--- config.mk ---
export PLATFORM = sky130hd
export DESIGN_NAME = omc_ctrl
export DESIGN_NICKNAME = d
export VERILOG_FILES = /design/src/hdl/omc_pkg.sv /design/src/hdl/omc_ctrl.sv /design/src/hdl/omc_reset_sync.sv /design/src/hdl/omc_edge_sync.sv
export SDC_FILE = /design/constraint.sdc
export NUM_CORES = 1
export LEC_CHECK = 0
export ABC_CLOCK_PERIOD_IN_PS = 5530
export BUFFER_PORTS_ARGS = -buffer_cell sky130_fd_sc_hd__buf_2
export CAP_MARGIN = 20
export CORE_MARGIN = 2
export CORE_UTILIZATION = 54
export DETAILED_ROUTE_END_ITERATION = 8
export PLACE_DENSITY_LB_ADDON = 0.12
export SYNTH_ARGS = -nofsm -noshare
export SYNTH_HDL_FRONTEND = slang
export SYNTH_SLANG_ARGS = --single-unit
--- constraint.sdc ---
create_clock -name clk -period 5.53 [get_ports clk]
set_input_delay 1.659 -clock clk [delete_from_list [all_inputs] [get_ports clk]]
set_output_delay 1.659 -clock clk [all_outputs]
set_load 0.02 [all_outputs]
--- src/hdl/omc_pkg.sv ---
package omc_pkg;
  localparam logic [3:0] OFS_CTRL1 = 4'h0;
  localparam logic [3:0] OFS_CTRL2 = 4'h4;
  localparam logic [3:0] OFS_TBCTRL = 4'h8;
  localparam logic [3:0] OFS_STATUS = 4'hC;
  localparam int ADDR_LSB_W = 4;
  localparam logic [2:0] SIZE_WORD = 3'b010;
  localparam logic RESP_OKAY = 1'b0;
  localparam int CTRL1_HALT_BIT = 7;
  localparam int CTRL2_HF_BIT = 7;
  localparam int CTRL2_LF_BIT = 6;
  localparam int CTRL2_SYSCLK_SELECT_BIT = 5;
  localparam int CTRL2_IDLE_BIT = 4;
  localparam int CTRL2_TGH_BIT = 2;
  localparam int TB_EN_BIT = 0;
  localparam int TB_SEL_LSB = 1;
  localparam int TB_SEL_W = 3;
  localparam int STAT_IO_BIT = 4;
  localparam logic HF_EN_RST = 1'b1;
  localparam logic LF_EN_RST = 1'b0;
  localparam logic [TB_SEL_W-1:0] TB_SEL_RST = 3'h0;
  localparam int CLK_PERIOD_NS = 8;
  localparam int WARMUP_TIME_NS = 4000;
  localparam int WARMUP_CYCLES = (WARMUP_TIME_NS + CLK_PERIOD_NS - 1) / CLK_PERIOD_NS;
  localparam int WARM_W = 16;
  typedef enum logic [3:0] {
    ST_HF_RUN_SINGLE,
    ST_HF_IDLE_SINGLE,
    ST_HF_TIMEBASE_HALT,
    ST_HF_RUN_DUAL,
    ST_HF_IDLE_DUAL,
    ST_LF_RUN_HF_ON,
    ST_LF_SLEEP_HF_ON,
    ST_LF_RUN_HF_OFF,
    ST_LF_SLEEP_HF_OFF,
    ST_LF_TIMEBASE_HALT,
    ST_HALT_ALL,
    ST_WARMUP
  } omc_state_t;
endpackage

--- src/hdl/omc_ctrl.sv ---
// Functional notes
// - after reset the device runs single-clock from the high-frequency clock
// - single-clock: only hf oscillator runs, system clock from hf
// - lf oscillator pins are I/O in single-clock, oscillator pins in dual
// - idle request in hf single run halts cpu and watchdog, peripherals keep hf
// - peripheral or external interrupt ends single idle back to single run
// - on wake: service interrupt if master enable, else resume next instruction
// - clock-gate halt in hf single run stops all but time base timer
// - falling edge of time base source ends timebase halt, back to origin
// - timebase halt entry and exit ignore timebase enable; service needs all three
// - hf timebase halt entered with timebase enable sets its latch on return
// - dual: system clock hf in hf run/idle, lf in lf run/sleep
// - reset always lands single-clock; firmware starts lf oscillator itself
// - dual hf run: cpu on hf, peripherals on hf and lf
// - clock select moves between dual hf run and lf run with hf on
// - hf enable moves between lf run hf off and lf run hf on
// - low divider stages stop while hf oscillator is off in lf states
// - dual hf idle halts cpu and watchdog, returns to dual hf run
// - lf sleep hf off halts cpu, peripherals on lf, returns to lf run hf off
// - lf sleep hf on is lf run hf on with cpu idled
// - clock-gate halt in lf run hf off enters lf timebase halt
// - halt-all stops everything incl oscillators; left only by wake pin
// - after warm-up return to previous state and resume next instruction
// - idle request bit reads zero once idle or sleep is left
// - clock-gate halt bit reads zero once timebase halt is left
// - illegal oscillator enable clearing generates a reset
//
// Chosen here: the register addresses and the AHB-Lite register port.
`timescale 1ns/100ps
`default_nettype none
module omc_ctrl #(
  parameter int unsigned WARM_CYCLES = omc_pkg::WARMUP_CYCLES
) (
  input wire logic clk,
  input wire logic reset_n,
  input wire logic hsel,
  input wire logic [31:0] haddr,
  input wire logic [1:0] htrans,
  input wire logic hwrite,
  input wire logic [2:0] hsize,
  input wire logic [31:0] hwdata,
  input wire logic hready,
  output logic hreadyout,
  output logic hresp,
  output logic [31:0] hrdata,
  input wire logic peripheral_irq,
  input wire logic external_irq,
  input wire logic master_irq_enable,
  input wire logic timebase_irq_enable,
  input wire logic wake_pin,
  input wire logic timebase_src,
  output logic [omc_pkg::TB_SEL_W-1:0] timebase_source_select,
  output logic timebase_enable,
  output logic cpu_wdt_clk_en,
  output logic periph_hf_clk_en,
  output logic periph_lf_clk_en,
  output logic tbt_clk_en,
  output logic hf_osc_run,
  output logic lf_osc_run,
  output logic sysclk_is_lf,
  output logic lf_pins_are_io,
  output logic div_low_stages_run,
  output logic osc_fault_reset,
  output logic timebase_irq_latch_set,
  output logic timebase_irq_service,
  output logic wake_irq_service,
  output logic wake_resume_next
);
  import omc_pkg::*;

  logic rst_n_s;
  logic wake_rise;
  logic tb_fall;
  logic dp_wr_r;
  logic [ADDR_LSB_W-1:0] dp_addr_r;
  logic [31:0] hrdata_r;
  logic hf_en_r;
  logic lf_en_r;
  logic tb_en_r;
  logic [TB_SEL_W-1:0] tb_sel_r;
  logic tb_at_entry_r;
  logic [WARM_W-1:0] warm_cnt_r;
  omc_state_t state_r;
  omc_state_t state_nxt;
  omc_state_t ret_r;
  omc_state_t mode_s;
  logic [7:0] wd;
  logic wr_ctrl1;
  logic wr_ctrl2;
  logic wr_tb;
  logic halt_req;
  logic idle_req;
  logic tgh_req;
  logic osc_fault;
  logic any_irq;
  logic idle_wake;
  logic tb_exit;
  logic warm_done;
  logic osc_fault_r;
  logic tb_latch_r;
  logic tb_srv_r;
  logic wake_srv_r;
  logic resume_r;

  omc_reset_sync u_rst (
    .clk(clk),
    .reset_n(reset_n),
    .rst_n_sync(rst_n_s)
  );

  omc_edge_sync u_wake (
    .clk(clk),
    .rst_n(rst_n_s),
    .async_in(wake_pin),
    .rise(wake_rise),
    .fall()
  );

  // time base source comes from another clock, so it is synchronised
  omc_edge_sync u_tbsrc (
    .clk(clk),
    .rst_n(rst_n_s),
    .async_in(timebase_src),
    .rise(),
    .fall(tb_fall)
  );

  function automatic logic is_lf(input omc_state_t s);
    is_lf = (s == ST_LF_RUN_HF_ON) || (s == ST_LF_SLEEP_HF_ON) || (s == ST_LF_RUN_HF_OFF) ||
            (s == ST_LF_SLEEP_HF_OFF) || (s == ST_LF_TIMEBASE_HALT);
  endfunction

  function automatic logic is_dual(input omc_state_t s);
    is_dual = is_lf(s) || (s == ST_HF_RUN_DUAL) || (s == ST_HF_IDLE_DUAL);
  endfunction

  function automatic logic hf_on(input omc_state_t s);
    hf_on = (s != ST_LF_RUN_HF_OFF) && (s != ST_LF_SLEEP_HF_OFF) && (s != ST_LF_TIMEBASE_HALT);
  endfunction

  function automatic logic is_run(input omc_state_t s);
    is_run = (s == ST_HF_RUN_SINGLE) || (s == ST_HF_RUN_DUAL) || (s == ST_LF_RUN_HF_ON) ||
             (s == ST_LF_RUN_HF_OFF);
  endfunction

  // bus slave: zero wait states, read data captured in the address phase
  assign hreadyout = 1'b1;
  assign hresp = RESP_OKAY;
  assign hrdata = hrdata_r;

  always_ff @(posedge clk or negedge rst_n_s) begin
    if (!rst_n_s) begin
      dp_wr_r <= 1'b0;
      dp_addr_r <= '0;
    end else if (hsel && hready && htrans[1]) begin
      dp_wr_r <= hwrite && (hsize == SIZE_WORD);
      dp_addr_r <= haddr[ADDR_LSB_W-1:0];
    end else begin
      dp_wr_r <= 1'b0;
    end
  end

  always_ff @(posedge clk or negedge rst_n_s) begin
    if (!rst_n_s) begin
      hrdata_r <= '0;
    end else if (hsel && hready && htrans[1] && !hwrite) begin
      case (haddr[ADDR_LSB_W-1:0])
        OFS_CTRL2: begin
          // idle and halt bits read back from the state, so they drop on exit
          hrdata_r <= 32'({hf_en_r, lf_en_r, sysclk_is_lf,
                           (state_r == ST_HF_IDLE_SINGLE) || (state_r == ST_HF_IDLE_DUAL) ||
                           (state_r == ST_LF_SLEEP_HF_ON) || (state_r == ST_LF_SLEEP_HF_OFF),
                           1'b0,
                           (state_r == ST_HF_TIMEBASE_HALT) || (state_r == ST_LF_TIMEBASE_HALT),
                           2'b00});
        end
        OFS_TBCTRL: begin
          hrdata_r <= 32'({tb_sel_r, tb_en_r});
        end
        OFS_STATUS: begin
          hrdata_r <= 32'({lf_pins_are_io, 4'(state_r)});
        end
        default: begin
          hrdata_r <= '0;
        end
      endcase
    end
  end

  assign wd = hwdata[7:0];
  assign wr_ctrl1 = dp_wr_r && (dp_addr_r == OFS_CTRL1);
  assign wr_ctrl2 = dp_wr_r && (dp_addr_r == OFS_CTRL2);
  assign wr_tb = dp_wr_r && (dp_addr_r == OFS_TBCTRL);
  assign halt_req = wr_ctrl1 && wd[CTRL1_HALT_BIT];
  assign idle_req = wr_ctrl2 && wd[CTRL2_IDLE_BIT];
  // idle wins if firmware sets both at once
  assign tgh_req = wr_ctrl2 && wd[CTRL2_TGH_BIT] && !wd[CTRL2_IDLE_BIT];
  assign osc_fault = wr_ctrl2 && ((!wd[CTRL2_HF_BIT] && !wd[CTRL2_LF_BIT]) ||
                     (!wd[CTRL2_HF_BIT] && !sysclk_is_lf) || (!wd[CTRL2_LF_BIT] && sysclk_is_lf));
  assign any_irq = peripheral_irq || external_irq;
  assign idle_wake = any_irq && ((state_r == ST_HF_IDLE_SINGLE) || (state_r == ST_HF_IDLE_DUAL) ||
                     (state_r == ST_LF_SLEEP_HF_ON) || (state_r == ST_LF_SLEEP_HF_OFF));
  assign tb_exit = tb_fall && ((state_r == ST_HF_TIMEBASE_HALT) || (state_r == ST_LF_TIMEBASE_HALT));
  assign warm_done = (state_r == ST_WARMUP) && (warm_cnt_r == '0);

  always_comb begin
    state_nxt = state_r;
    case (state_r)
      ST_HF_RUN_SINGLE: begin
        if (halt_req) state_nxt = ST_HALT_ALL;
        else if (idle_req) state_nxt = ST_HF_IDLE_SINGLE;
        else if (tgh_req) state_nxt = ST_HF_TIMEBASE_HALT;
        else if (wr_ctrl2 && wd[CTRL2_LF_BIT]) state_nxt = ST_HF_RUN_DUAL;
      end
      ST_HF_RUN_DUAL: begin
        if (halt_req) state_nxt = ST_HALT_ALL;
        else if (idle_req) state_nxt = ST_HF_IDLE_DUAL;
        else if (wr_ctrl2 && wd[CTRL2_SYSCLK_SELECT_BIT]) state_nxt = ST_LF_RUN_HF_ON;
        else if (wr_ctrl2 && !wd[CTRL2_LF_BIT]) state_nxt = ST_HF_RUN_SINGLE;
      end
      ST_LF_RUN_HF_ON: begin
        if (halt_req) state_nxt = ST_HALT_ALL;
        else if (idle_req) state_nxt = ST_LF_SLEEP_HF_ON;
        else if (wr_ctrl2 && !wd[CTRL2_SYSCLK_SELECT_BIT]) state_nxt = ST_HF_RUN_DUAL;
        else if (wr_ctrl2 && !wd[CTRL2_HF_BIT]) state_nxt = ST_LF_RUN_HF_OFF;
      end
      ST_LF_RUN_HF_OFF: begin
        if (halt_req) state_nxt = ST_HALT_ALL;
        else if (idle_req) state_nxt = ST_LF_SLEEP_HF_OFF;
        else if (tgh_req) state_nxt = ST_LF_TIMEBASE_HALT;
        else if (wr_ctrl2 && wd[CTRL2_HF_BIT]) state_nxt = ST_LF_RUN_HF_ON;
      end
      ST_HF_IDLE_SINGLE: if (any_irq) state_nxt = ST_HF_RUN_SINGLE;
      ST_HF_IDLE_DUAL: if (any_irq) state_nxt = ST_HF_RUN_DUAL;
      ST_LF_SLEEP_HF_ON: if (any_irq) state_nxt = ST_LF_RUN_HF_ON;
      ST_LF_SLEEP_HF_OFF: if (any_irq) state_nxt = ST_LF_RUN_HF_OFF;
      ST_HF_TIMEBASE_HALT: if (tb_fall) state_nxt = ST_HF_RUN_SINGLE;
      ST_LF_TIMEBASE_HALT: if (tb_fall) state_nxt = ST_LF_RUN_HF_OFF;
      ST_HALT_ALL: if (wake_rise) state_nxt = ST_WARMUP;
      ST_WARMUP: if (warm_cnt_r == '0) state_nxt = ret_r;
      default: state_nxt = ST_HF_RUN_SINGLE;
    endcase
    // any event not listed above keeps the state; unused state codes fall to ST_HF_RUN_SINGLE
    if (osc_fault) state_nxt = ST_HF_RUN_SINGLE;
  end

  always_ff @(posedge clk or negedge rst_n_s) begin
    if (!rst_n_s) begin
      state_r <= ST_HF_RUN_SINGLE;
    end else begin
      state_r <= state_nxt;
    end
  end

  always_ff @(posedge clk or negedge rst_n_s) begin
    if (!rst_n_s) begin
      ret_r <= ST_HF_RUN_SINGLE;
    end else if (state_nxt == ST_HALT_ALL && state_r != ST_HALT_ALL) begin
      ret_r <= state_r;
    end
  end

  always_ff @(posedge clk or negedge rst_n_s) begin
    if (!rst_n_s) begin
      warm_cnt_r <= '0;
    end else if (state_r == ST_HALT_ALL) begin
      warm_cnt_r <= WARM_W'(WARM_CYCLES - 1);
    end else if (state_r == ST_WARMUP && warm_cnt_r != '0) begin
      warm_cnt_r <= warm_cnt_r - 1'b1;
    end
  end

  // internal reset restores the enables as a real reset would
  always_ff @(posedge clk or negedge rst_n_s) begin
    if (!rst_n_s) begin
      hf_en_r <= HF_EN_RST;
      lf_en_r <= LF_EN_RST;
    end else if (osc_fault) begin
      hf_en_r <= HF_EN_RST;
      lf_en_r <= LF_EN_RST;
    end else if (wr_ctrl2 && (state_nxt != state_r || is_run(state_r))) begin
      hf_en_r <= wd[CTRL2_HF_BIT];
      lf_en_r <= wd[CTRL2_LF_BIT];
    end
  end

  always_ff @(posedge clk or negedge rst_n_s) begin
    if (!rst_n_s) begin
      tb_en_r <= 1'b0;
      tb_sel_r <= TB_SEL_RST;
    end else if (wr_tb) begin
      tb_en_r <= wd[TB_EN_BIT];
      tb_sel_r <= wd[TB_SEL_LSB +: TB_SEL_W];
    end
  end

  always_ff @(posedge clk or negedge rst_n_s) begin
    if (!rst_n_s) begin
      tb_at_entry_r <= 1'b0;
    end else if (tgh_req && (state_nxt != state_r)) begin
      tb_at_entry_r <= tb_en_r;
    end
  end

  always_ff @(posedge clk or negedge rst_n_s) begin
    if (!rst_n_s) begin
      osc_fault_r <= 1'b0;
      tb_latch_r <= 1'b0;
      tb_srv_r <= 1'b0;
      wake_srv_r <= 1'b0;
      resume_r <= 1'b0;
    end else begin
      osc_fault_r <= osc_fault;
      tb_latch_r <= tb_exit && tb_at_entry_r;
      tb_srv_r <= tb_exit && tb_at_entry_r && master_irq_enable && timebase_irq_enable;
      wake_srv_r <= idle_wake && master_irq_enable;
      resume_r <= (idle_wake && !master_irq_enable) || warm_done;
    end
  end

  // halt-all and warm-up borrow the mode they will return to
  assign mode_s = (state_r == ST_HALT_ALL || state_r == ST_WARMUP) ? ret_r : state_r;
  assign cpu_wdt_clk_en = is_run(state_r);
  assign periph_hf_clk_en = hf_on(state_r) && (state_r != ST_HF_TIMEBASE_HALT) &&
                            (state_r != ST_HALT_ALL) && (state_r != ST_WARMUP);
  assign periph_lf_clk_en = is_dual(state_r) && (state_r != ST_LF_TIMEBASE_HALT);
  assign tbt_clk_en = (state_r != ST_HALT_ALL) && (state_r != ST_WARMUP);
  assign hf_osc_run = (state_r != ST_HALT_ALL) && hf_on(mode_s);
  assign lf_osc_run = (state_r != ST_HALT_ALL) && is_dual(mode_s);
  assign sysclk_is_lf = is_lf(state_r);
  assign lf_pins_are_io = !is_dual(mode_s);
  assign div_low_stages_run = hf_osc_run;
  assign timebase_enable = tb_en_r;
  assign timebase_source_select = tb_sel_r;
  assign osc_fault_reset = osc_fault_r;
  assign timebase_irq_latch_set = tb_latch_r;
  assign timebase_irq_service = tb_srv_r;
  assign wake_irq_service = wake_srv_r;
  assign wake_resume_next = resume_r;
endmodule // omc_ctrl
`default_nettype wire

--- src/hdl/omc_reset_sync.sv ---
`timescale 1ns/100ps
`default_nettype none
module omc_reset_sync (
  input wire logic clk,
  input wire logic reset_n,
  output logic rst_n_sync
);
  logic s1_r;
  logic s2_r;
  always_ff @(posedge clk or negedge reset_n) begin
    if (!reset_n) begin
      s1_r <= 1'b0;
      s2_r <= 1'b0;
    end else begin
      s1_r <= 1'b1;
      s2_r <= s1_r;
    end
  end
  assign rst_n_sync = s2_r;
endmodule // omc_reset_sync
`default_nettype wire

--- src/hdl/omc_edge_sync.sv ---
`timescale 1ns/100ps
`default_nettype none
module omc_edge_sync (
  input wire logic clk,
  input wire logic rst_n,
  input wire logic async_in,
  output logic rise,
  output logic fall
);
  logic s1_r;
  logic s2_r;
  logic s3_r;
  // only s2_r and s3_r feed the edge logic
  always_ff @(posedge clk or negedge rst_n) begin
    if (!rst_n) begin
      s1_r <= 1'b0;
      s2_r <= 1'b0;
      s3_r <= 1'b0;
    end else begin
      s1_r <= async_in;
      s2_r <= s1_r;
      s3_r <= s2_r;
    end
  end
  assign rise = s2_r & ~s3_r;
  assign fall = ~s2_r & s3_r;
endmodule // omc_edge_sync
`default_nettype wire

==> summary.txt, run 1 <==
Synthesis
  – Post-synthesis area per instance: 9.50 sq um
  – Synth top area cells: dfrtp_1, buf_4, nor2_1
  – Sequential-to-total area share from yosys stat: 40.3%
  – Number of instances in the synthesized netlist: 373
  – Synth top cells by count: dfrtp_1, nor2_1, nand2_1, buf_4
  – Synthesized-area fraction occupied by ao, oa, aoi and oai cells: 16.0%
  – Xor/xnor share of the synthesized area: 3.96%
  – Most frequently used flop master after synthesis: dfrtp_1
  – Post-synthesis async set-or-reset flop share: 100%
  – Most used standard cell by instance count after synthesis: dfrtp_1
  – Flip-flop and latch count after synthesis: 57
  – Count of warnings emitted by yosys: 0
  – Top cell type's share of synthesized area: 39.6%
  – Distinct cell type count of the synthesized netlist: 76
  – Share of synthesized cell area in full adder, half adder and majority cells: 0.706%
  – Main combinational cell family by area after synthesis: simple AND/OR/NAND/NOR gates
  – Count of flip-flops with a built-in enable after synthesis: 0
  – Mux contribution to synthesized area: 6.25%
  – Cell Area, Synth: 3540 sq um
  – Cell accounting for the most synthesized area: dfrtp_1
  – Simple-gate share of the synthesized area: 23.9%

Critical path
  – Number of buffers and inverters on the critical path: 1
  – Kind of cell adding the most delay to the critical path: flip-flops
  – Start-to-end type of the worst setup path: flip-flop to output pin
  – Crit Path Max Fanout: 30
  – Arrival time of the worst setup path: 2.63 ns
  – Crit path largest cell delay: 0.99 ns
  – Crit end category: output pin
  – Slowest cell on crit path: dfrtp_1
  – Critical Path, Cell by Cell: nor2b_1 > nand3_1 > a21oi_1 > o31ai_1 > nor2_1 > buf_2
  – Critical path data required time: 3.87 ns
  – Startpoint type of the worst setup path: flip-flop

Global route
  – Global-route wire length before repair: 13700 microns
  – Antenna violations before repair: 0
  – Maximum number of pins on one net before global-route repair: 50
  – Leftover overflow at the end of global routing: 0
  – Number of global-route vias before repair: 2816
  – Aggregate global-route resource usage: 23.8%

Power
  – Pwr dens: 433 nW/um^2
  – Share of power burned in registers: 33.3%
  – Share of total power in combinational logic: 44.4%
  – Switching share of power: 42.8%
  – Leakage power: 1.78 nW
  – Peak supply drop: 0.000258 V
  – Switching pwr: 730 uW
  – Clock share of power: 22.3%
  – Cell-internal power: 976 uW

STA
  – Worst Max-Slew Pin Slew: 0.987 ns
  – Setup skew after layout: 0.0177 ns
  – Final hold viol count: 0
  – PnR worst setup slack: 1.24 ns
  – Setup TNS: 0 ns
  – Hold slack final: 0.0768 ns
  – RSZ-0062 raised after global routing: no
  – Worst slew margin: 34.2%
  – Peak clock frequency supported by timing: 233 MHz
  – Number of max-slew violations in the final report: 0
  – Final critical delay including setup and external delays: 4.29 ns
  – Part of the cycle the worst path needs: 77.6%
  – Final count of negative-setup-slack endpoints: 0

Outcome
  – Result of the run: complete, no violations

Finish
  – Summed area of non-filler cells in the final layout: 3940 sq um
  – Layout cell share with drive strength beyond 1: 25.6%
  – Fin nets: 505
  – Layout Area Growth over Synthesis: 11.3%
  – Fill cells: 564
  – Antenna cell count: 0

Floorplan
  – DIE AREA: 7220 sq um
  – Io pins: 132
  – Starting Density: 55.8%
  – Floorplan Core Area: 6350 sq um
  – Width of the die: 85.0 microns
  – DIE HEIGHT: 85.0 microns
  – Site Rows: 29

Clock tree
  – # hold bufs at CTS: 0
  – Clock insertion delay at the later pin of the skew report: 0.35 ns
  – Post-CTS setup-driven buffer insertion count: 0
  – Number of clock sinks: 57
  – CTS resizes: 0
  – Max H-tree Level: 3
  – Root Buffer Master: clkbuf_8
  – Number of buffers on the longest clock path: 2
  – CTS tree: done
  – TritonCTS buffer count: 9
  – Clock-pin slew on the worst setup and hold paths: 0.06 ns

Drt
  – Routed wirelength normalized by instance count: 16.4 microns
  – Drt first-iter violations: 253
  – # DRC: 0
  – Vias per Instance: 5.83
  – TritonRoute pass-1 iters: 5
  – Total detailed-routing wirelength: 8260 microns
  – Count of antenna-violating nets left after detailed routing: 0
  – Routed vias: 2933

Placed design
  – Buffers added on ports: 52
  – Post-place instance area: 3760 sq um
  – Routability congestion estimate: 0.885
  – Dpl ws: 1.52 ns
  – Post-detailed-placement half-perimeter wirelength: 5960 microns

Hold path
  – Worst hold path class: flip-flop to asynchronous set/reset pin

Job
  – Total of max-cap violations: 0
-- flip-flops by register name (all words and copies together) (netlist names), 3 cells and up --
register and count:
warm_cnt_r 16, hrdata 8, dp_addr_r 4, ret_r 4
state_r 4, timebase_source_select 3
-- final timing paths --
| kind | startpoint | to | slack (ns) | cells past startpoint |
|---|---|---|---|---|
| setup / recovery | state_r[2]$_DFF_PN0_ | lf_osc_run | 1.24 | 6 |
| hold / removal | u_rst.rst_n_sync$_DFF_PN0_ | u_wake.s2_r$_DFF_PN0_ | 0.08 | 0 |
| setup reg to reg | state_r[2]$_DFF_PN0_ | lf_en_r$_DFFE_PN0P_ | 2.30 | 8 |
| hold reg to reg | u_rst.rst_n_sync$_DFF_PN0_ | u_wake.s2_r$_DFF_PN0_ | 0.08 | 0 |
| max in group asynchronous | reset_n | u_rst.rst_n_sync$_DFF_PN0_ | 4.33 | 1 |
| min in group clk | u_tbsrc.s1_r$_DFF_PN0_ | u_tbsrc.s2_r$_DFF_PN0_ | 0.35 | 0 |
-- power by group through the flow --
stage / Combinational [mW] / Clock (mW) / Sequential (mW)
2_1_floorplan: 0.583 / 0 / 0.550
3_3_place_gp: 0.740 / 0 / 0.571
3_5_place_dp: 0.751 / 0 / 0.573
4_1_cts: 0.753 / 0.386 / 0.566
5_1_grt: 0.832 / 0.403 / 0.579
6_report: 0.757 / 0.381 / 0.568
-- metrics by stage --
stage | utilization (%) | std cells | power (mW)
2_1_floorplan | - | 398 | 1.13
3_3_place_gp | 59.2 | 489 | 1.31
3_5_place_dp | 59.2 | 489 | 1.32
4_1_cts | 62.1 | 503 | 1.71
5_1_grt | 62.1 | 503 | 1.81
6_report | 62.1 | 503 | 1.71
-- cell type report --
class	instances	area [sq um]	area share, %
inverters	11	41.3	1.05
multi-input cells	288	1900	48.3
well taps	77	96.3	2.44
clock buffers	10	138	3.49
repair buffers	56	290	7.36
flip-flops and latches	57	1430	36.2
clock inverters	4	45.0	1.14
-- logic make-up (layout without fill, tap and decap cells) --
logic type / count (synthesis) / after routing
AOI/OAI and AO/OA: 73 / 73
muxes: 20 / 20
other: 2 / 27
adders and majority gates: 2 / 2
DFF: 57 / 57
and+or+nand+nor: 150 / 150
buffers and inverters: 53 / 81
xor gates and xnor gates: 16 / 16
-- metal layers --
layer,track usage (%),vias up,share of wire [%]
met5,0,-,0
met4,7.65,0,1.7
met3,5.35,15,6.2
met2,38.9,112,48
met1,31.5,1412,44
li1,-,1394,-
-- layout by cell type, fill, tap and decap left out, types with 11 or more instances in the layout --
cell	instances
nand2_1	31
o21ai_0	13
nor2b_1	11
nor3_1	11
nand3_1	12
conb_1	27
nor2_1	40
buf_2	52
mux2_2	13
dfrtp_1	55
xnor2_1	12
Note: power is estimated with default switching activity, not from simulation.
==> run 2: changes to the inputs <==
--- a/config.mk
+++ b/config.mk
@@ -5,11 +5,11 @@
 export SDC_FILE = /design/constraint.sdc
 export NUM_CORES = 1
 export LEC_CHECK = 0
-export ABC_CLOCK_PERIOD_IN_PS = 5530
+export ABC_CLOCK_PERIOD_IN_PS = 3700
 export BUFFER_PORTS_ARGS = -buffer_cell sky130_fd_sc_hd__buf_2
 export CAP_MARGIN = 20
 export CORE_MARGIN = 2
-export CORE_UTILIZATION = 54
+export CORE_UTILIZATION = 45
 export DETAILED_ROUTE_END_ITERATION = 8
 export PLACE_DENSITY_LB_ADDON = 0.12
 export SYNTH_ARGS = -nofsm -noshare
==> constraint.sdc (replaced) <==
create_clock -name clk -period 3.7 [get_ports clk]
set_input_delay 1.11 -clock clk [delete_from_list [all_inputs] [get_ports clk]]
set_output_delay 1.11 -clock clk [all_outputs]
set_load 0.02 [all_outputs]
==> run 2 against run 1 <==
Compared with the run above: core utilization down 9.6 points; final area is 2.4% higher; cell count increased by 6.8%; sequential share of layout area is 0.85 points lower; sequential cell count did not move; sequential power increased by 53%; hold slack better by 0.16 ns; clock skew is 0.0070 ns lower; register-to-register slack got worse by 1.7 ns; critical endpoint is now hf_osc_run; largest cell class unchanged.
==> summary.txt, run 2 (synthesis gave the netlist of run 1 again) <==
Finish
  – Utilization of the core after routing: 52.5% (was 62.1%)
  – Summed area of non-filler cells in the final layout: 4040 sq um (was 3940 sq um)
  – Leading cell type in the layout, fill and taps excluded: dfrtp_1 (unchanged)
  – Max reg flops: 16 (unchanged)
  – Layout cell share with drive strength beyond 1: 26.9% (was 25.6%)
  – Antenna cell count: 0 (unchanged)
  – Commonest cells after routing, fill and taps aside: dfrtp_1, buf_2, nor2_1 (unchanged)
  – Fin nets: 513 (was 505)
  – Layout Area Growth over Synthesis: 14.0% (was 11.3%)
  – Largest Register: warm_cnt_r (unchanged)

Clock tree
  – Clock insertion delay at the later pin of the skew report: 0.35 ns (about the same)
  – Root Buffer Master: clkbuf_8 (unchanged)
  – Clock-pin slew on the worst setup and hold paths: 0.07 ns (was 0.06 ns)
  – TritonCTS buffer count: 9 (unchanged)
  – Max H-tree Level: 3 (unchanged)
  – CTS resizes: 0 (unchanged)
  – Post-CTS setup-driven buffer insertion count: 0 (unchanged)
  – CTS tree: done (unchanged)
  – Number of clock sinks: 57 (unchanged)
  – # hold bufs at CTS: 0 (unchanged)
  – Number of buffers on the longest clock path: 2 (unchanged)

Power
  – Switching pwr: 1.11 mW (was 730 uW)
  – Clock share of power: 22.0% (was 22.3%)
  – Share of power burned in registers: 33.2% (was 33.3%)
  – Cell-internal power: 1.50 mW (was 976 uW)
  – Pwr dens: 646 nW/um^2 (was 433 nW/um^2)
  – Share of total power in combinational logic: 44.8% (was 44.4%)
  – Leakage power: 1.82 nW (was 1.78 nW)
  – Switching share of power: 42.4% (was 42.8%)
  – Peak supply drop: 0.000358 V (was 0.000258 V)

STA
  – Part of the cycle the worst path needs: 89.8%
  – Peak clock frequency supported by timing: 301 MHz
  – Worst slew margin: 58.8% (was 34.2%)
  – Final count of negative-setup-slack endpoints: 0 (unchanged)
  – RSZ-0062 raised after global routing: no (unchanged)
  – Number of max-slew violations in the final report: 0 (unchanged)
  – Setup skew after layout: 0.0106 ns (was 0.0177 ns)
  – Final hold viol count: 0 (unchanged)
  – Worst Max-Slew Pin Slew: 0.613 ns (was 0.987 ns)
  – Setup TNS: 0 ns (unchanged)
  – Final critical delay including setup and external delays: 3.32 ns

Global route
  – Number of global-route vias before repair: 2774 (was 2816)
  – Global routing usage on met1: 28.7% (was 31.5%)
  – Leftover overflow at the end of global routing: 0 (unchanged)
  – Aggregate global-route resource usage: 21.1% (was 23.8%)
  – Global-route wire length before repair: 14100 microns (was 13700 microns)
  – Global routing's busiest layer: met2 (unchanged)
  – GR met3 Demand/Resource: 6.10% (was 5.35%)
  – Maximum number of pins on one net before global-route repair: 35 (was 50)
  – Antenna violations before repair: 0 (unchanged)
  – Met2 usage: 32.1% (was 38.9%)

Drt
  – Routed vias: 2894 (was 2933)
  – Vias per Instance: 5.39 (was 5.83)
  – TritonRoute pass-1 iters: 4 (was 5)
  – Total detailed-routing wirelength: 8510 microns (was 8260 microns)
  – Routed wirelength normalized by instance count: 15.8 microns (was 16.4 microns)
  – # DRC: 0 (unchanged)
  – Drt first-iter violations: 203 (was 253)
  – Count of antenna-violating nets left after detailed routing: 0 (unchanged)

Critical path
  – Cell depth of the worst flop-to-flop path: 8 (unchanged)
  – Crit end category: output pin (unchanged)
  – Crit. Startpoint: state_r[2]$_DFF_PN0_ (unchanged)
  – Critical path data required time: 2.59 ns (was 3.87 ns)
  – Startpoint type of the worst setup path: flip-flop (unchanged)
  – End of the worst register-to-register path: lf_en_r$_DFFE_PN0P_ (unchanged)
  – Arrival time of the worst setup path: 2.21 ns (was 2.63 ns)
  – Start-to-end type of the worst setup path: flip-flop to output pin (unchanged)
  – FF-to-FF setup slack: 0.59 ns (was 2.30 ns)
  – Beginning of the worst register-to-register path: state_r[0]$_DFF_PN0_ (was state_r[2]$_DFF_PN0_)
  – Timing endpoint of the critical path: hf_osc_run (was lf_osc_run)
  – Crit Path Max Fanout: 14 (was 30)

Floorplan
  – DIE HEIGHT: 92.7 microns (was 85.0 microns)
  – Starting Density: 46.1% (was 55.8%)
  – Io pins: 132 (unchanged)
  – Floorplan Core Area: 7690 sq um (was 6350 sq um)
  – Width of the die: 92.7 microns (was 85.0 microns)
  – DIE AREA: 8600 sq um (was 7220 sq um)
  – Site Rows: 32 (was 29)

Outcome
  – Result of the run: complete, no violations (unchanged)

Placed design
  – Post-detailed-placement half-perimeter wirelength: 6410 microns (was 5960 microns)
  – Buffers added on ports: 52 (unchanged)
  – Routability congestion estimate: 0.932 (was 0.885)
  – Post-place instance area: 3850 sq um (was 3760 sq um)

Job
  – Total of max-cap violations: 0 (unchanged)

Hold path
  – Worst hold path class: flip-flop to asynchronous set/reset pin (unchanged)
run 2: cell types whose count changed in the layout (fill, tap and decap cells not counted), sizes merged:
cell    before  now
buf         56   64
clkbuf      10   11
run 2: metal layers:
metal  vias up  share of wire (%)
li1       1411                  -
met5         -                  0
met4         0                2.2
met1      1357                 45
met3        18                7.2
met2       108                 46
run 2: worst min-delay path by stage:
stage                                          start                    endpoint  slack [ns]  cells after the start
final                     u_rst.rst_n_sync$_DFF_PN0_        state_r[3]$_DFF_PN0_        0.24                      0
after CTS                 u_rst.rst_n_sync$_DFF_PN0_        ret_r[1]$_DFFE_PN0P_        0.26                      0
after global routing      u_rst.rst_n_sync$_DFF_PN0_        ret_r[1]$_DFFE_PN0P_        0.29                      0
after detailed placement  u_rst.rst_n_sync$_DFF_PN0_        state_r[1]$_DFF_PN0_        0.25                      0
after global placement    u_rst.rst_n_sync$_DFF_PN0_       u_wake.s1_r$_DFF_PN0_        0.25                      0
after floorplan                 u_rst.s1_r$_DFF_PN0_  u_rst.rst_n_sync$_DFF_PN0_        0.33                      0
run 2: cell type report:
cell class	instances	area [sq um]
fillers	786	3650
multi-input cells	288	1900
flip-flops and latches	57	1430
repair buffers	64	350
clock buffers	11	141
well taps	102	128
clock inverters	4	45.0
inverters	11	41.3
run 2: per-stage QoR:
step	power, mW	setup WS (ns)	hold slack (ns)	std cells
detailed placement	2.04	0.315	0.255	522
CTS	2.62	0.405	0.261	537
finish	2.61	0.376	0.240	537
floorplan	1.69	0.486	0.331	398
global route	2.80	0.256	0.290	537
global placement	2.02	0.290	0.252	522
run 2: critical path, stage by stage (launching register included):
cell,delay [ns]
dfrtp_1,0.50
buf_4,0.24
nand2b_1,0.19
nand2_1,0.10
a21oi_1,0.08
a311oi_1,0.29
a2bb2oi_1,0.25
buf_2,0.21
run 2: power groups by stage:
stage	Sequential, mW	Combinational, mW	Clock (mW)
2_1_floorplan	0.822	0.872	0
5_1_grt	0.884	1.30	0.617
6_report	0.867	1.17	0.573
3_3_place_gp	0.871	1.15	0
4_1_cts	0.863	1.17	0.588
3_5_place_dp	0.874	1.16	0
==> run 3: changes to the inputs <==
--- a/config.mk
+++ b/config.mk
@@ -12,6 +12,7 @@
 export CORE_UTILIZATION = 45
 export DETAILED_ROUTE_END_ITERATION = 8
 export PLACE_DENSITY_LB_ADDON = 0.12
+export RECOVER_POWER = 25
 export SYNTH_ARGS = -nofsm -noshare
 export SYNTH_HDL_FRONTEND = slang
 export SYNTH_SLANG_ARGS = --single-unit
==> run 3 against run 2 <==
Compared with the run above: the run now ends with capacitance limit, slew limit left; clock power is essentially flat; core utilization shrank 0.081 points; critical path depth is the same; critical path type unchanged; largest cell class unchanged; highest routed layer unchanged.
==> summary.txt, run 3 (synthesis gave the netlist of run 1 again) <==
STA
  – Final count of negative-setup-slack endpoints: 0 (unchanged)
  – Setup TNS: 0 ns (unchanged)
  – Final hold viol count: 0 (unchanged)
  – Hold slack final: 0.351 ns (was 0.240 ns)
  – RSZ-0062 raised after global routing: no (unchanged)
  – Final critical delay including setup and external delays: 3.32 ns (about the same)
  – Peak clock frequency supported by timing: 301 MHz (about the same)
  – Part of the cycle the worst path needs: 89.7% (was 89.8%)
  – Worst slew margin: -20.4% (was 58.8%)
  – PnR worst setup slack: 0.381 ns (was 0.376 ns)
  – Setup skew after layout: 0.0101 ns (was 0.0106 ns)
  – Worst Max-Slew Pin Slew: 1.81 ns (was 0.613 ns)
  – Number of max-slew violations in the final report: 35 (was 0)

Floorplan
  – Io pins: 132 (unchanged)
  – Width of the die: 92.7 microns (unchanged)
  – DIE HEIGHT: 92.7 microns (unchanged)
  – Floorplan Core Area: 7690 sq um (unchanged)
  – DIE AREA: 8600 sq um (unchanged)
  – Site Rows: 32 (unchanged)
  – Starting Density: 46.1% (unchanged)

Drt
  – Total detailed-routing wirelength: 8530 microns (was 8510 microns)
  – TritonRoute pass-1 iters: 4 (unchanged)
  – Vias per Instance: 5.39 (about the same)
  – Routed wirelength normalized by instance count: 15.9 microns (was 15.8 microns)
  – Routed vias: 2896 (was 2894)
  – Drt first-iter violations: 203 (unchanged)
  – Count of antenna-violating nets left after detailed routing: 0 (unchanged)
  – # DRC: 0 (unchanged)

Placed design
  – Buffers added on ports: 52 (unchanged)
  – Dpl cells: 522 (unchanged)
  – Routability congestion estimate: 0.932 (unchanged)
  – Dpl ws: 0.315 ns (unchanged)
  – Post-detailed-placement half-perimeter wirelength: 6410 microns (unchanged)

Power
  – Pwr dens: 646 nW/um^2 (about the same)
  – Leakage power: 1.82 nW (about the same)
  – Peak supply drop: 0.000358 V (about the same)

Critical path
  – Arrival time of the worst setup path: 2.21 ns (about the same)
  – End of the worst register-to-register path: lf_en_r$_DFFE_PN0P_ (unchanged)
  – FF-to-FF setup slack: 0.59 ns (about the same)
  – Startpoint type of the worst setup path: flip-flop (unchanged)
  – Crit path largest cell delay: 0.50 ns (about the same)
  – Critical path data required time: 2.59 ns (about the same)
  – Critical Path, Cell by Cell: buf_4 > nand2b_1 > nand2_1 > a21oi_1 > a311oi_1 > a2bb2oi_1 > buf_2 (unchanged)
  – Crit Path Max Fanout: 14 (unchanged)
  – Beginning of the worst register-to-register path: state_r[0]$_DFF_PN0_ (unchanged)
  – Start-to-end type of the worst setup path: flip-flop to output pin (unchanged)
  – Cell depth of the worst flop-to-flop path: 8 (unchanged)
  – Crit end category: output pin (unchanged)
  – Slowest cell on crit path: dfrtp_1 (unchanged)

Clock tree
  – Number of clock sinks: 57 (unchanged)
  – Clock-pin slew on the worst setup and hold paths: 0.07 ns (about the same)
  – CTS resizes: 0 (unchanged)
  – Max H-tree Level: 3 (unchanged)
  – Post-CTS setup-driven buffer insertion count: 0 (unchanged)
  – # hold bufs at CTS: 0 (unchanged)
  – Clock insertion delay at the later pin of the skew report: 0.35 ns (about the same)
  – TritonCTS buffer count: 9 (unchanged)
  – Root Buffer Master: clkbuf_8 (unchanged)
  – CTS tree: done (unchanged)
  – Number of buffers on the longest clock path: 2 (unchanged)

Finish
  – Commonest cells after routing, fill and taps aside: dfrtp_1, buf_2, nor2_1 (unchanged)
  – Layout cell share with drive strength beyond 1: 26.2% (was 26.9%)
  – Fin nets: 513 (unchanged)
  – Utilization of the core after routing: 52.5% (about the same)
  – Number of cells in the finished layout apart from fillers: 537 (unchanged)
  – Max reg flops: 16 (unchanged)
  – Largest Register: warm_cnt_r (unchanged)
  – Layout Area Growth over Synthesis: 13.8% (was 14.0%)
  – Antenna cell count: 0 (unchanged)
  – Leading cell type in the layout, fill and taps excluded: dfrtp_1 (unchanged)

Outcome
  – Result of the run: finished, violations left (was complete, no violations)
  – Violated checks: capacitance limit, slew limit

Global route
  – Number of global-route vias before repair: 2774 (unchanged)
  – Maximum number of pins on one net before global-route repair: 35 (unchanged)
  – Aggregate global-route resource usage: 21.1% (unchanged)
  – Antenna violations before repair: 0 (unchanged)
  – Leftover overflow at the end of global routing: 0 (unchanged)
  – Global-route wire length before repair: 14100 microns (unchanged)

Hold path
  – Startpoint of the lowest-slack hold path: u_rst.s1_r$_DFF_PN0_
  – Worst hold path endpoint: u_rst.rst_n_sync$_DFF_PN0_
  – Worst hold path class: flip-flop to flip-flop (was flip-flop to asynchronous set/reset pin)
  – Cell count of the worst hold path: 0

Job
  – Total of max-cap violations: 1 (was 0)
run 3: cell types whose count changed in the layout (fill, tap and decap cells not counted):
cell / delta
buf_2: -1
dfrtp_1: +1
buf_4: -1
clkbuf_1: +2
dfrtp_2: -1
run 3: area by class of cell:
cell class              count  area (sq um)
fillers                   787          3650
multi-input cells         288          1900
flip-flops and latches     57          1430
repair buffers             64           345
clock buffers              11           141
well taps                 102           128
clock inverters             4          45.0
inverters                  11          41.3
run 3: worst max-delay path by stage:
stage / start / to / slack, ns / cells after the start
6_report: state_r[2]$_DFF_PN0_ / hf_osc_run / 0.38 / 7
5_1_grt: state_r[2]$_DFF_PN0_ / hf_osc_run / 0.26 / 7
3_3_place_gp: hwdata[6] / lf_en_r$_DFFE_PN0P_ / 0.29 / 9
4_1_cts: state_r[2]$_DFF_PN0_ / hf_osc_run / 0.40 / 7
3_5_place_dp: hwdata[6] / lf_en_r$_DFFE_PN0P_ / 0.32 / 9
2_1_floorplan: hwdata[4] / lf_en_r$_DFFE_PN0P_ / 0.49 / 9
run 3: where the power goes:
| part | leakage [nW] | switching, mW | internal (mW) |
|---|---|---|---|
| sequential | 0.716 | 0.148 | 0.719 |
| clock | 0.0989 | 0.250 | 0.322 |
| combinational | 1.00 | 0.707 | 0.461 |
run 3: layer usage:
metal  vias up  global-route usage (%)  part of all wire [%]
met5         -                       0                     0
met2       102                    32.1                    46
met4         0                    7.72                   2.2
li1       1413                       -                     -
met1      1363                    28.7                    45
met3        18                    6.10                   6.8
run 3: critical path, delay by kind of cell, from the launching register on:
| kind | cells | cell delay (ns) |
|---|---|---|
| AND/OR/NAND/NOR | 2 | 0.29 |
| flip-flops | 1 | 0.50 |
| buffers and inverters | 2 | 0.45 |
| AO/OA/AOI/OAI | 3 | 0.62 |
run 3: stage by stage:
step                instance area [sq um]  total power [mW]
finish                               4030              2.61
global route                         4030              2.80
CTS                                  4040              2.62
detailed placement                   3850              2.04
global placement                     3850              2.02
floorplan                            3640              1.69
